### src/shared/dart_map.svh
`ifndef DART_MAP_SVH
`define DART_MAP_SVH
// ==========================================
// Register offsets
`define DART_CFG_OFF 12'h000
`define DART_STAT_OFF 12'h004
// ==========================================
// Configuration fields
`define DART_CFG_CL_LSB 0
`define DART_CFG_AL_LSB 3
`define DART_CFG_BL8_BIT 6
`define DART_CFG_CL_RST 3'h3
`define DART_CFG_AL_RST 3'h0
`define DART_CFG_BL8_RST 1'h0
// ==========================================
// Status fields
`define DART_STAT_OPEN_LSB 0
`define DART_STAT_BUSY_BIT 8
`define DART_STAT_ERR_LSB 9
// ==========================================
// Burst and command figures
`define DART_BL4 4'h4
`define DART_BL8 4'h8
`define DART_CMD_ACT 4'h3
`define DART_CMD_RD 4'h5
`define DART_CMD_WR 4'h4
`define DART_CMD_PRE 4'h2
`define DART_AP_BIT 10
`endif

### src/shared/dart_pkg.sv
package dart_pkg;
  typedef enum logic [1:0] {
    RD_IDLE = 2'h0,
    RD_PRE = 2'h1,
    RD_DATA = 2'h3,
    RD_POST = 2'h2
  } dart_rd_st_t;
  typedef struct packed {
    logic vld;
    logic ap;
    logic [2:0] bank;
    logic [7:0] col;
  } dart_rd_t;
endpackage

### src/shared/dart_bank_if.sv
`timescale 1ns/1ns
`default_nettype none
interface dart_bank_if #(parameter int ROW_W = 14);
  logic tick;
  logic act;
  logic pre;
  logic rd_ap;
  logic [4:0] ap_dly;
  logic [ROW_W-1:0] row_in;
  logic open;
  logic [ROW_W-1:0] row;
  modport ctl (output tick, act, pre, rd_ap, ap_dly, row_in, input open, row);
  modport bank (input tick, act, pre, rd_ap, ap_dly, row_in, output open, row);
endinterface
`default_nettype wire

### src/rtl/dart_bank.sv
`timescale 1ns/1ns
`default_nettype none
module dart_bank #(
  parameter int ROW_W = 14
) (
  input wire logic pclk,
  input wire logic presetn,
  dart_bank_if.bank b
);
  logic open;
  logic [ROW_W-1:0] row;
  logic ap_pend;
  logic [4:0] ap_cnt;

  assign b.open = open;
  assign b.row = row;

  // ==========================================
  // Row state and auto precharge countdown
  always_ff @(posedge pclk or negedge presetn) begin
    if (!presetn) begin
      open <= 1'b0;
      row <= '0;
      ap_pend <= 1'b0;
      ap_cnt <= 5'h0;
    end else begin
      if (b.act) begin
        open <= 1'b1;
        row <= b.row_in;
      end
      if (b.pre) begin
        open <= 1'b0;
        ap_pend <= 1'b0;
      end else if (b.rd_ap) begin
        ap_pend <= 1'b1;
        ap_cnt <= b.ap_dly;
      end else if (ap_pend && b.tick) begin
        if (ap_cnt <= 5'h1) begin
          open <= 1'b0;
          ap_pend <= 1'b0;
        end else begin
          ap_cnt <= ap_cnt - 5'h1;
        end
      end
    end
  end
endmodule
`default_nettype wire

### src/rtl/dart_top.sv
// Notes on behaviour
// - Auto precharge closes row AL plus BL/2 clocks after the read, before the burst ends when CL is above 0
// - First data at AL plus CL
// - Strobe preamble and postamble around data
// - Release data lines after burst ends
`include "dart_map.svh"
`timescale 1ns/1ns
`default_nettype none
module dart_top #(
  parameter int DQ_W = 8,
  parameter int ROW_W = 14,
  parameter int PIPE_D = 16
) (
  input wire logic pclk,
  input wire logic presetn,
  input wire logic psel,
  input wire logic penable,
  input wire logic pwrite,
  input wire logic [11:0] paddr,
  input wire logic [31:0] pwdata,
  output logic [31:0] prdata,
  output logic pready,
  output logic pslverr,
  input wire logic ck,
  input wire logic cs_n,
  input wire logic ras_n,
  input wire logic cas_n,
  input wire logic we_n,
  input wire logic [2:0] ba,
  input wire logic [ROW_W-1:0] addr,
  output logic [DQ_W-1:0] dq_o,
  output logic dq_oe_n,
  output logic dqs_o,
  output logic dqs_n_o,
  output logic dqs_oe_n
);
  localparam int PW = 7 + ROW_W;

  // ==========================================
  // Pin synchronisers and clock edges
  logic [PW-1:0] pin_s1, pin_s2;
  logic [2:0] ck_sh;
  logic rise, fall;
  always_ff @(posedge pclk or negedge presetn) begin
    if (!presetn) begin
      pin_s1 <= {4'hf, {(PW-4){1'b0}}};
      pin_s2 <= {4'hf, {(PW-4){1'b0}}};
      ck_sh <= 3'h0;
    end else begin
      pin_s1 <= {cs_n, ras_n, cas_n, we_n, ba, addr};
      pin_s2 <= pin_s1;
      ck_sh <= {ck_sh[1:0], ck};
    end
  end
  assign rise = ck_sh[1] & ~ck_sh[2];
  assign fall = ~ck_sh[1] & ck_sh[2];

  logic [3:0] cmd;
  logic [2:0] c_ba;
  logic [ROW_W-1:0] c_addr;
  logic is_act, is_rd, is_wr, is_pre;
  assign cmd = pin_s2[PW-1 -: 4];
  assign c_ba = pin_s2[ROW_W +: 3];
  assign c_addr = pin_s2[ROW_W-1:0];
  assign is_act = rise && cmd == `DART_CMD_ACT;
  assign is_rd = rise && cmd == `DART_CMD_RD;
  assign is_wr = rise && cmd == `DART_CMD_WR;
  assign is_pre = rise && cmd == `DART_CMD_PRE;

  // ==========================================
  // Configuration
  logic [2:0] cfg_cl, cfg_al;
  logic cfg_bl8;
  logic [3:0] rl, bl;
  logic [4:0] ap_dly;
  assign rl = {1'b0, cfg_al} + {1'b0, cfg_cl};
  assign bl = cfg_bl8 ? `DART_BL8 : `DART_BL4;
  assign ap_dly = {2'h0, cfg_al} + {2'h0, bl[3:1]};

  // ==========================================
  // Banks
  logic [7:0] open_v;
  genvar gi;
  generate
    for (gi = 0; gi < 8; gi++) begin : g_bank
      dart_bank_if #(.ROW_W(ROW_W)) bif ();
      assign bif.tick = rise;
      assign bif.act = is_act && c_ba == 3'(gi);
      assign bif.pre = is_pre && (c_addr[`DART_AP_BIT] || c_ba == 3'(gi));
      assign bif.rd_ap = is_rd && c_addr[`DART_AP_BIT] && c_ba == 3'(gi);
      assign bif.ap_dly = ap_dly;
      assign bif.row_in = c_addr;
      assign open_v[gi] = bif.open;
      dart_bank #(.ROW_W(ROW_W)) u_bank (
        .pclk(pclk),
        .presetn(presetn),
        .b(bif)
      );
    end
  endgenerate

  // ==========================================
  // Read latency pipeline, one slot per clock
  dart_pkg::dart_rd_t pipe [PIPE_D];
  dart_pkg::dart_rd_t start_e, pre_e;
  assign start_e = pipe[rl - 4'h1];
  assign pre_e = pipe[rl - 4'h2];
  always_ff @(posedge pclk or negedge presetn) begin
    if (!presetn) begin
      for (int i = 0; i < PIPE_D; i++) begin
        pipe[i] <= '0;
      end
    end else if (rise) begin
      pipe[0] <= '{vld: is_rd, ap: c_addr[`DART_AP_BIT], bank: c_ba, col: c_addr[7:0]};
      for (int i = 1; i < PIPE_D; i++) begin
        pipe[i] <= pipe[i-1];
      end
    end
  end

  // ==========================================
  // Burst engine
  function automatic logic [DQ_W-1:0] elem(input logic [2:0] b, input logic [7:0] c,
                                           input logic [3:0] i);
    logic [10:0] s;
    s = {b, c} + {7'h0, i};
    return DQ_W'(s);
  endfunction

  dart_pkg::dart_rd_st_t st;
  logic [3:0] rem, idx;
  logic [7:0] cur_col;
  logic [2:0] cur_bank;
  always_ff @(posedge pclk or negedge presetn) begin
    if (!presetn) begin
      st <= dart_pkg::RD_IDLE;
      rem <= 4'h0;
      idx <= 4'h0;
      cur_col <= 8'h0;
      cur_bank <= 3'h0;
      dq_o <= '0;
      dq_oe_n <= 1'b1;
      dqs_o <= 1'b0;
      dqs_oe_n <= 1'b1;
    end else if (rise) begin
      if (start_e.vld) begin
        st <= dart_pkg::RD_DATA;
        cur_col <= start_e.col;
        cur_bank <= start_e.bank;
        dq_o <= elem(start_e.bank, start_e.col, 4'h0);
        dq_oe_n <= 1'b0;
        dqs_o <= 1'b1;
        dqs_oe_n <= 1'b0;
        idx <= 4'h1;
        rem <= bl - 4'h1;
      end else if (st == dart_pkg::RD_DATA && rem != 4'h0) begin
        dq_o <= elem(cur_bank, cur_col, idx);
        dqs_o <= 1'b1;
        idx <= idx + 4'h1;
        rem <= rem - 4'h1;
      end else if (st == dart_pkg::RD_DATA) begin
        dq_oe_n <= 1'b1;
        dqs_o <= 1'b0;
        st <= pre_e.vld ? dart_pkg::RD_PRE : dart_pkg::RD_POST;
      end else if (pre_e.vld) begin
        st <= dart_pkg::RD_PRE;
        dqs_o <= 1'b0;
        dqs_oe_n <= 1'b0;
      end
    end else if (fall) begin
      if (st == dart_pkg::RD_DATA && rem != 4'h0) begin
        dq_o <= elem(cur_bank, cur_col, idx);
        dqs_o <= 1'b0;
        idx <= idx + 4'h1;
        rem <= rem - 4'h1;
      end else if (st == dart_pkg::RD_POST) begin
        dqs_oe_n <= 1'b1;
        st <= dart_pkg::RD_IDLE;
      end
    end
  end
  assign dqs_n_o = ~dqs_o;

  // ==========================================
  // Command sequence checks, sticky until cleared
  logic [2:0] err, err_set, err_clr;
  logic wr_en;
  assign wr_en = psel && penable && pwrite;
  always_comb begin
    err_set = 3'h0;
    err_set[0] = (is_rd || is_wr) && !open_v[c_ba];
    err_set[1] = is_act && open_v[c_ba];
    err_set[2] = is_rd && (pipe[0].vld || (cfg_bl8 && (pipe[2].vld || (pipe[1].vld && pipe[1].ap))));
  end
  assign err_clr = (wr_en && paddr == `DART_STAT_OFF) ? pwdata[`DART_STAT_ERR_LSB +: 3] : 3'h0;
  always_ff @(posedge pclk or negedge presetn) begin
    if (!presetn) begin
      err <= 3'h0;
    end else begin
      // Set wins over a clear in the same cycle
      err <= (err & ~err_clr) | err_set;
    end
  end

  // ==========================================
  // APB slave, zero wait states
  logic mapped;
  assign mapped = paddr == `DART_CFG_OFF || paddr == `DART_STAT_OFF;
  assign pready = 1'b1;
  assign pslverr = psel && penable && !mapped;

  always_ff @(posedge pclk or negedge presetn) begin
    if (!presetn) begin
      cfg_cl <= `DART_CFG_CL_RST;
      cfg_al <= `DART_CFG_AL_RST;
      cfg_bl8 <= `DART_CFG_BL8_RST;
    end else if (wr_en && paddr == `DART_CFG_OFF) begin
      cfg_cl <= pwdata[`DART_CFG_CL_LSB +: 3];
      cfg_al <= pwdata[`DART_CFG_AL_LSB +: 3];
      cfg_bl8 <= pwdata[`DART_CFG_BL8_BIT];
    end
  end

  always_ff @(posedge pclk or negedge presetn) begin
    if (!presetn) begin
      prdata <= 32'h0;
    end else if (psel && !penable) begin
      if (paddr == `DART_CFG_OFF) begin
        prdata <= {25'h0, cfg_bl8, cfg_al, cfg_cl};
      end else if (paddr == `DART_STAT_OFF) begin
        prdata <= {20'h0, err, st != dart_pkg::RD_IDLE, open_v};
      end else begin
        prdata <= 32'h0;
      end
    end
  end
endmodule
`default_nettype wire

### config.mk
export PLATFORM = sky130hd
export DESIGN_NAME = dart_top
export DESIGN_NICKNAME = d
export VERILOG_FILES = /design/src/shared/dart_pkg.sv /design/src/shared/dart_bank_if.sv /design/src/rtl/dart_bank.sv /design/src/rtl/dart_top.sv
export VERILOG_INCLUDE_DIRS = /design/src /design/src/shared
export SDC_FILE = /design/constraint.sdc
export NUM_CORES = 1
export LEC_CHECK = 0
export ABC_AREA = 1
export BUFFER_PORTS_ARGS = -buffer_cell sky130_fd_sc_hd__clkbuf_2
export CAP_MARGIN = 20
export CORE_ASPECT_RATIO = 0.75
export CORE_MARGIN = 10
export CORE_UTILIZATION = 30
export DETAILED_ROUTE_END_ITERATION = 12
export PLACE_DENSITY = 0.51
export REMOVE_ABC_BUFFERS = 1
export SYNTH_ARGS = -nofsm -noshare
export SYNTH_HDL_FRONTEND = slang
export SYNTH_SLANG_ARGS = --single-unit
### constraint.sdc
create_clock -name pclk -period 8.7 [get_ports pclk]
set_input_delay 1.74 -clock pclk [delete_from_list [all_inputs] [get_ports pclk]]
set_output_delay 1.74 -clock pclk [all_outputs]
set_load 0.005 [all_outputs]
After elaboration in Yosys (flattened, before gate mapping)
Cells that the tools add are included.
{ "classes": {"n_addsub": 16, "mul": 0, "div_mod_pow": 0, "order_cmp": 11, "eq_ne": 27, "n_shift": 0, "n_mux": 146, "bitwise_logic": 18, "reduce_logical": 118} }
{ "ops": {"columns": ["operator", "count"], "rows": [
  ["5-bit two-way mux", 24],
  ["13-bit binary-select mux with 4-bit select", 2],
  ["1-bit two-way mux", 90],
  ["13-bit two-way mux", 4],
  ["1-bit logical AND", 49],
  ["3-bit nonzero test", 16],
  ["5-bit by 1-bit <= comparator with 1-bit output, second input constant", 8],
  ["5-bit by 1-bit subtractor with 5-bit output, second input constant", 8],
  ["4-bit two-way mux", 9],
  ["32-bit two-way mux", 1],
  ["8-bit two-way mux", 4],
  ["3-bit AND reduction", 10],
  ["2-bit nonzero test", 13],
  ["2-bit two-way mux", 9],
  ["2-bit inequality test, second input constant", 9],
  ["2-bit AND reduction", 9],
  ["12-bit by 3-bit equality test with 1-bit output, second input constant", 1],
  ["3-bit equality test, second input constant", 4],
  ["12-bit logical NOT", 1],
  ["1-bit logical OR", 12],
  ["12-bit two-way mux", 1],
  ["4-bit by 1-bit subtractor with 4-bit output, second input constant", 3],
  ["1-bit inverter", 11],
  ["5-bit greater-or-equal comparator, second input constant", 2],
  ["other kinds (25)", 36]
]} }
{ "totals": {"regBits": 380, "latch_bits": 0, "mem_bits_rw": 0, "mem_bits_ro": 0, "in_bits": 71, "output_inout_bits": 46, "wordCells": 440, "n_memories": 0} }

Depth between registers and ports, before layout
{ "depth": {"word_depth": 11, "ltp_mapped": 20, "mapped_depth_nobuf": 18} }

Modules after synthesis
Synthesis repeated with hierarchy kept, for this count alone.
{ "hier_totals": {"cells_unflattened": 2280, "area_unflattened_um2": 19620.1} }
{ "modules_own_cells": {"columns": ["module", "instances", "cells_each", "area_each_um2", "seq_area_each_um2"], "rows": [
  ["dart_top", 1, 1456, 11622.4, 6070.8],
  ["dart_bank", 8, 103, 999.7, 525.5]
]} }

Least setup slack after synthesis
Ideal clock, no wire load.
{ "synth_path": {"kind": "in2out", "startpoint": "input port paddr[1]", "endpoint": "output port pslverr", "arrival_time_ps": 2225, "required_ps": 6960, "slack_ps": 4735, "stages": 3, "path_buffers": 0, "path_cell_list": "or2_2 > nor2_1 > a21oi_1"} }
{ "synth_between": {"elab_chain_cells": 4, "elab_cells_between_ends": 5, "classes_between": "1 x eq/ne; 4 x reduce/logical"} }
{ "synth_lines": {"columns": ["element", "line", "rtl"], "rows": [
  ["start: declaration", "dart_top.sv:19", "input wire logic [11:0] paddr,"],
  ["12-bit by 3-bit equality test with 1-bit output (no line) / 12-bit logical NOT (equally long branches)", null, null],
  ["1-bit logical OR (no line) (*)", null, null],
  ["1-bit logical NOT (*)", "dart_top.sv:210", "assign pslverr = psel && penable && !mapped;"],
  ["1-bit logical AND (*)", "dart_top.sv:210", null],
  ["end: declaration", "dart_top.sv:23", "output logic pslverr,"]
]} }
Every way passes the cells marked *; elsewhere a longest branch is shown, timed or not.

Worst setup path in the final report
Ends and elaborated chain as after synthesis.

==> results.json <==
{
  "power_leakage_nw": 8.03,
  "fin_nets": 1986,
  "grt_first_pass_wirelength_mm": 59.9,
  "initialDrtViolationCount": 858,
  "die_area_um2": 58000,
  "hold_violations": 0,
  "nFillCells": 4957,
  "critPathArrivalTime_ps": 2440,
  "syn_to_final_growth_pct": 12.9,
  "cts_buffers": 31,
  "post_cts_buffers": 0,
  "num_vias": 11753,
  "ant_nets": 0,
  "holdCritPathClass": "reg2reg",
  "dieWidth_um": 275,
  "synth-main-ff-cell": "dfrtp_1",
  "async_reset_ff_share_pct": 100,
  "htreeDepth": 1,
  "finalCritPeriodShare_pct": 48.0,
  "start_kind": "input pin",
  "synth_warnings": 0,
  "ioPinCount": 117,
  "multiInputGateArea_um2": 6150,
  "fin_tns_setup_ps": 0,
  "seq_area_frac_synth_pct": 49.5,
  "synth.avg_cell_area_um2": 7.90,
  "fin_skew_ps": 21.3,
  "grt_pass1_vias": 11512,
  "die_y_um": 211,
  "dp_hpwl_mm": 23.5,
  "relSlewSlack_pct": 37.2,
  "io_buffers": 68,
  "rsz0062_at_grt": "no",
  "first_pass_iters": 5,
  "ys_types": 43,
  "crit_start": "paddr[1]",
  "power-per-cell-area_nw_per_um2": 214,
  "final_max_slew_viol_count": 0,
  "syn_inst": 1847,
  "grt_max_degree": 118,
  "root_buffer": "clkbuf_16",
  "grt_overflow_total": 0,
  "maxCapViolCount": 0,
  "cts.path.max_buffers": 3,
  "yosys_register_bits": 288,
  "tightest_slew_ps": 941,
  "regArea_um2": 7220,
  "power.total_mw": 3.52,
  "clock_latency_ps": 590,
  "crit_type": "in2out",
  "layout-drive-gt1-share_pct": 9.39,
  "cts_tree": "built",
  "max_freq_ghz": 0.239,
  "cts-resized-gates": 0,
  "antenna_found_initial": 0,
  "status": "finished, final reports clean",
  "required_ps": 6960,
  "rows": 69,
  "min_from": "pin_s1[3]$_DFF_PN0_",
  "routed_wire_length_per_instance_um": 14.0,
  "r2r-start": "cfg_cl[0]$_DFFE_PN1P_",
  "endpoint_kind": "output pin",
  "initial_core_util_pct": 30.6,
  "grt_use_total_pct": 12.4,
  "ctsHoldBuffers": 0,
  "finalCriticalPeriod_ps": 4180,
  "vias_per_cell": 4.62,
  "max-vdd-ir-drop_uv": 132,
  "worstRegToRegCells": 15,
  "drc": 0,
  "gp_congestion": 0.802,
  "cts.sinks": 288,
  "path_max_fanout": 2,
  "diodes": 0,
  "syn_area_um2": 14600,
  "setup_viol": 0,
  "clkTransAtPathRegs_ps": 60,
  "drt-total-wl_mm": 35.7,
  "core_area_um2": 47700,
  "min_path_cells": 0,
  "synth_edf_count": 0
}
-- critical path, stage by stage --
cell	delay (ps)
clkbuf_2	70
or2_2	290
nor2_1	130
a21oi_1	90
clkbuf_2	120
-- cells in the mapped netlist (all sizes together) (4+ instances only) --
cell type  count  share of area (%)
nand3         78                2.7
o211ai        28                1.4
ha            30                2.6
a21oi         66                2.8
nor3           5               0.21
a221oi         7               0.42
nand3b         4               0.21
dfstp         12                2.2
xnor2          5               0.30
nor2          97                2.6
nand2        580                 15
clkbuf        35               0.90
dfrtp        276                 47
mux2           5               0.39
o22ai          4               0.17
xor2          16               0.96
inv          211                5.4
buf           63                2.6
o21ai        296                 10
a211oi         6               0.31
-- flip-flops by register name (all words and copies together) (netlist names), 4 cells and up --
register	flops
cur_col	8
dq_o	8
g_bank.u_bank.ap_cnt	40
g_bank.u_bank.ap_pend	8
g_bank.u_bank.b.open	8
idx	4
pin_s1	16
pin_s2	16
pipe	146
prdata	12
rem	4
-- where the power goes --
part,internal [mW],switching (mW)
combinational,0.187,0.310
sequential,1.53,0.115
clock,0.814,0.566
-- cells in the final DEF, fill, tap and decap left out, types with 3 or more instances in the layout --
cell type  count
xnor2_1        5
nand3_1       78
clkbuf_1       4
nand2_2        7
a221oi_1       7
nor2_1        95
clkinv_1       3
ha_1          28
xor2_1        16
conb_1        21
buf_4         12
nand3b_1       4
a21oi_4        6
clkbuf_2      67
inv_1        207
fa_1           3
nor3_1         4
o21a_1         3
mux2_2         5
bufinv_16      4
o211ai_1      28
o31ai_1        3
nand2_1      573
clkbuf_16     31
clkbuf_8       5
dfrtp_1      276
a211oi_1       6
o22ai_1        4
clkinv_2      11
dfstp_2       12
inv_2          4
o21ai_0      294
a21oi_1       59
-- cells by family after synthesis --
family	Yosys count	share of synthesized area [%]
other	2	0.0515
flip-flops	288	49.5
multiplexers	5	0.386
AND/OR/NAND/NOR	769	20.9
AO/OA/AOI/OAI	417	15.9
XOR/XNOR	21	1.26
buffers and inverters	312	9.01
adder cells (fa/ha/maj)	33	2.98
-- area by class of cell --
cell class	instances	area share (%)
tap	639	4.85
multi-input combinational	1266	37.3
clock buffer	40	5.22
inverter	214	4.87
timing repair buffer	81	2.70
clock inverter	18	1.21
sequential	288	43.8
-- routing by layer --
layer	vias up	GRT usage (%)	routed length [um]
li1	5943	-	-
met1	5606	17.9	18300
met2	159	18.9	15500
met3	45	1.88	1200
met4	0	3.03	728
met5	-	0	0
-- path summary, 6_finish.rpt --
check / end / slack (ps)
max: pslverr / 4520
min: pin_s2[3]$_DFF_PN0_ / 340
max reg2reg: idx[3]$_DFFE_PN0N_ / 4600
min reg2reg: pin_s2[3]$_DFF_PN0_ / 340
max in group asynchronous: g_bank[0].u_bank.ap_cnt[0]$_DFFE_PN0P_ / 5920
min in group asynchronous: pin_s1[4]$_DFF_PN0_ / 1230
-- per-stage QoR --
| step | util [%] | worst slack, ps | area (um2) | hold slack, ps | cells |
|---|---|---|---|---|---|
| after floorplan | - | 1150 | 14200 | 331 | 1768 |
| after global placement | 32.3 | 4540 | 15400 | 333 | 2486 |
| after detailed placement | 32.3 | 4520 | 15400 | 335 | 2486 |
| after CTS | 34.5 | 4520 | 16500 | 346 | 2544 |
| after global routing | 34.5 | 4300 | 16500 | 346 | 2546 |
| final | 34.5 | 4520 | 16500 | 342 | 2546 |
Power figures use the tool's default switching activity.
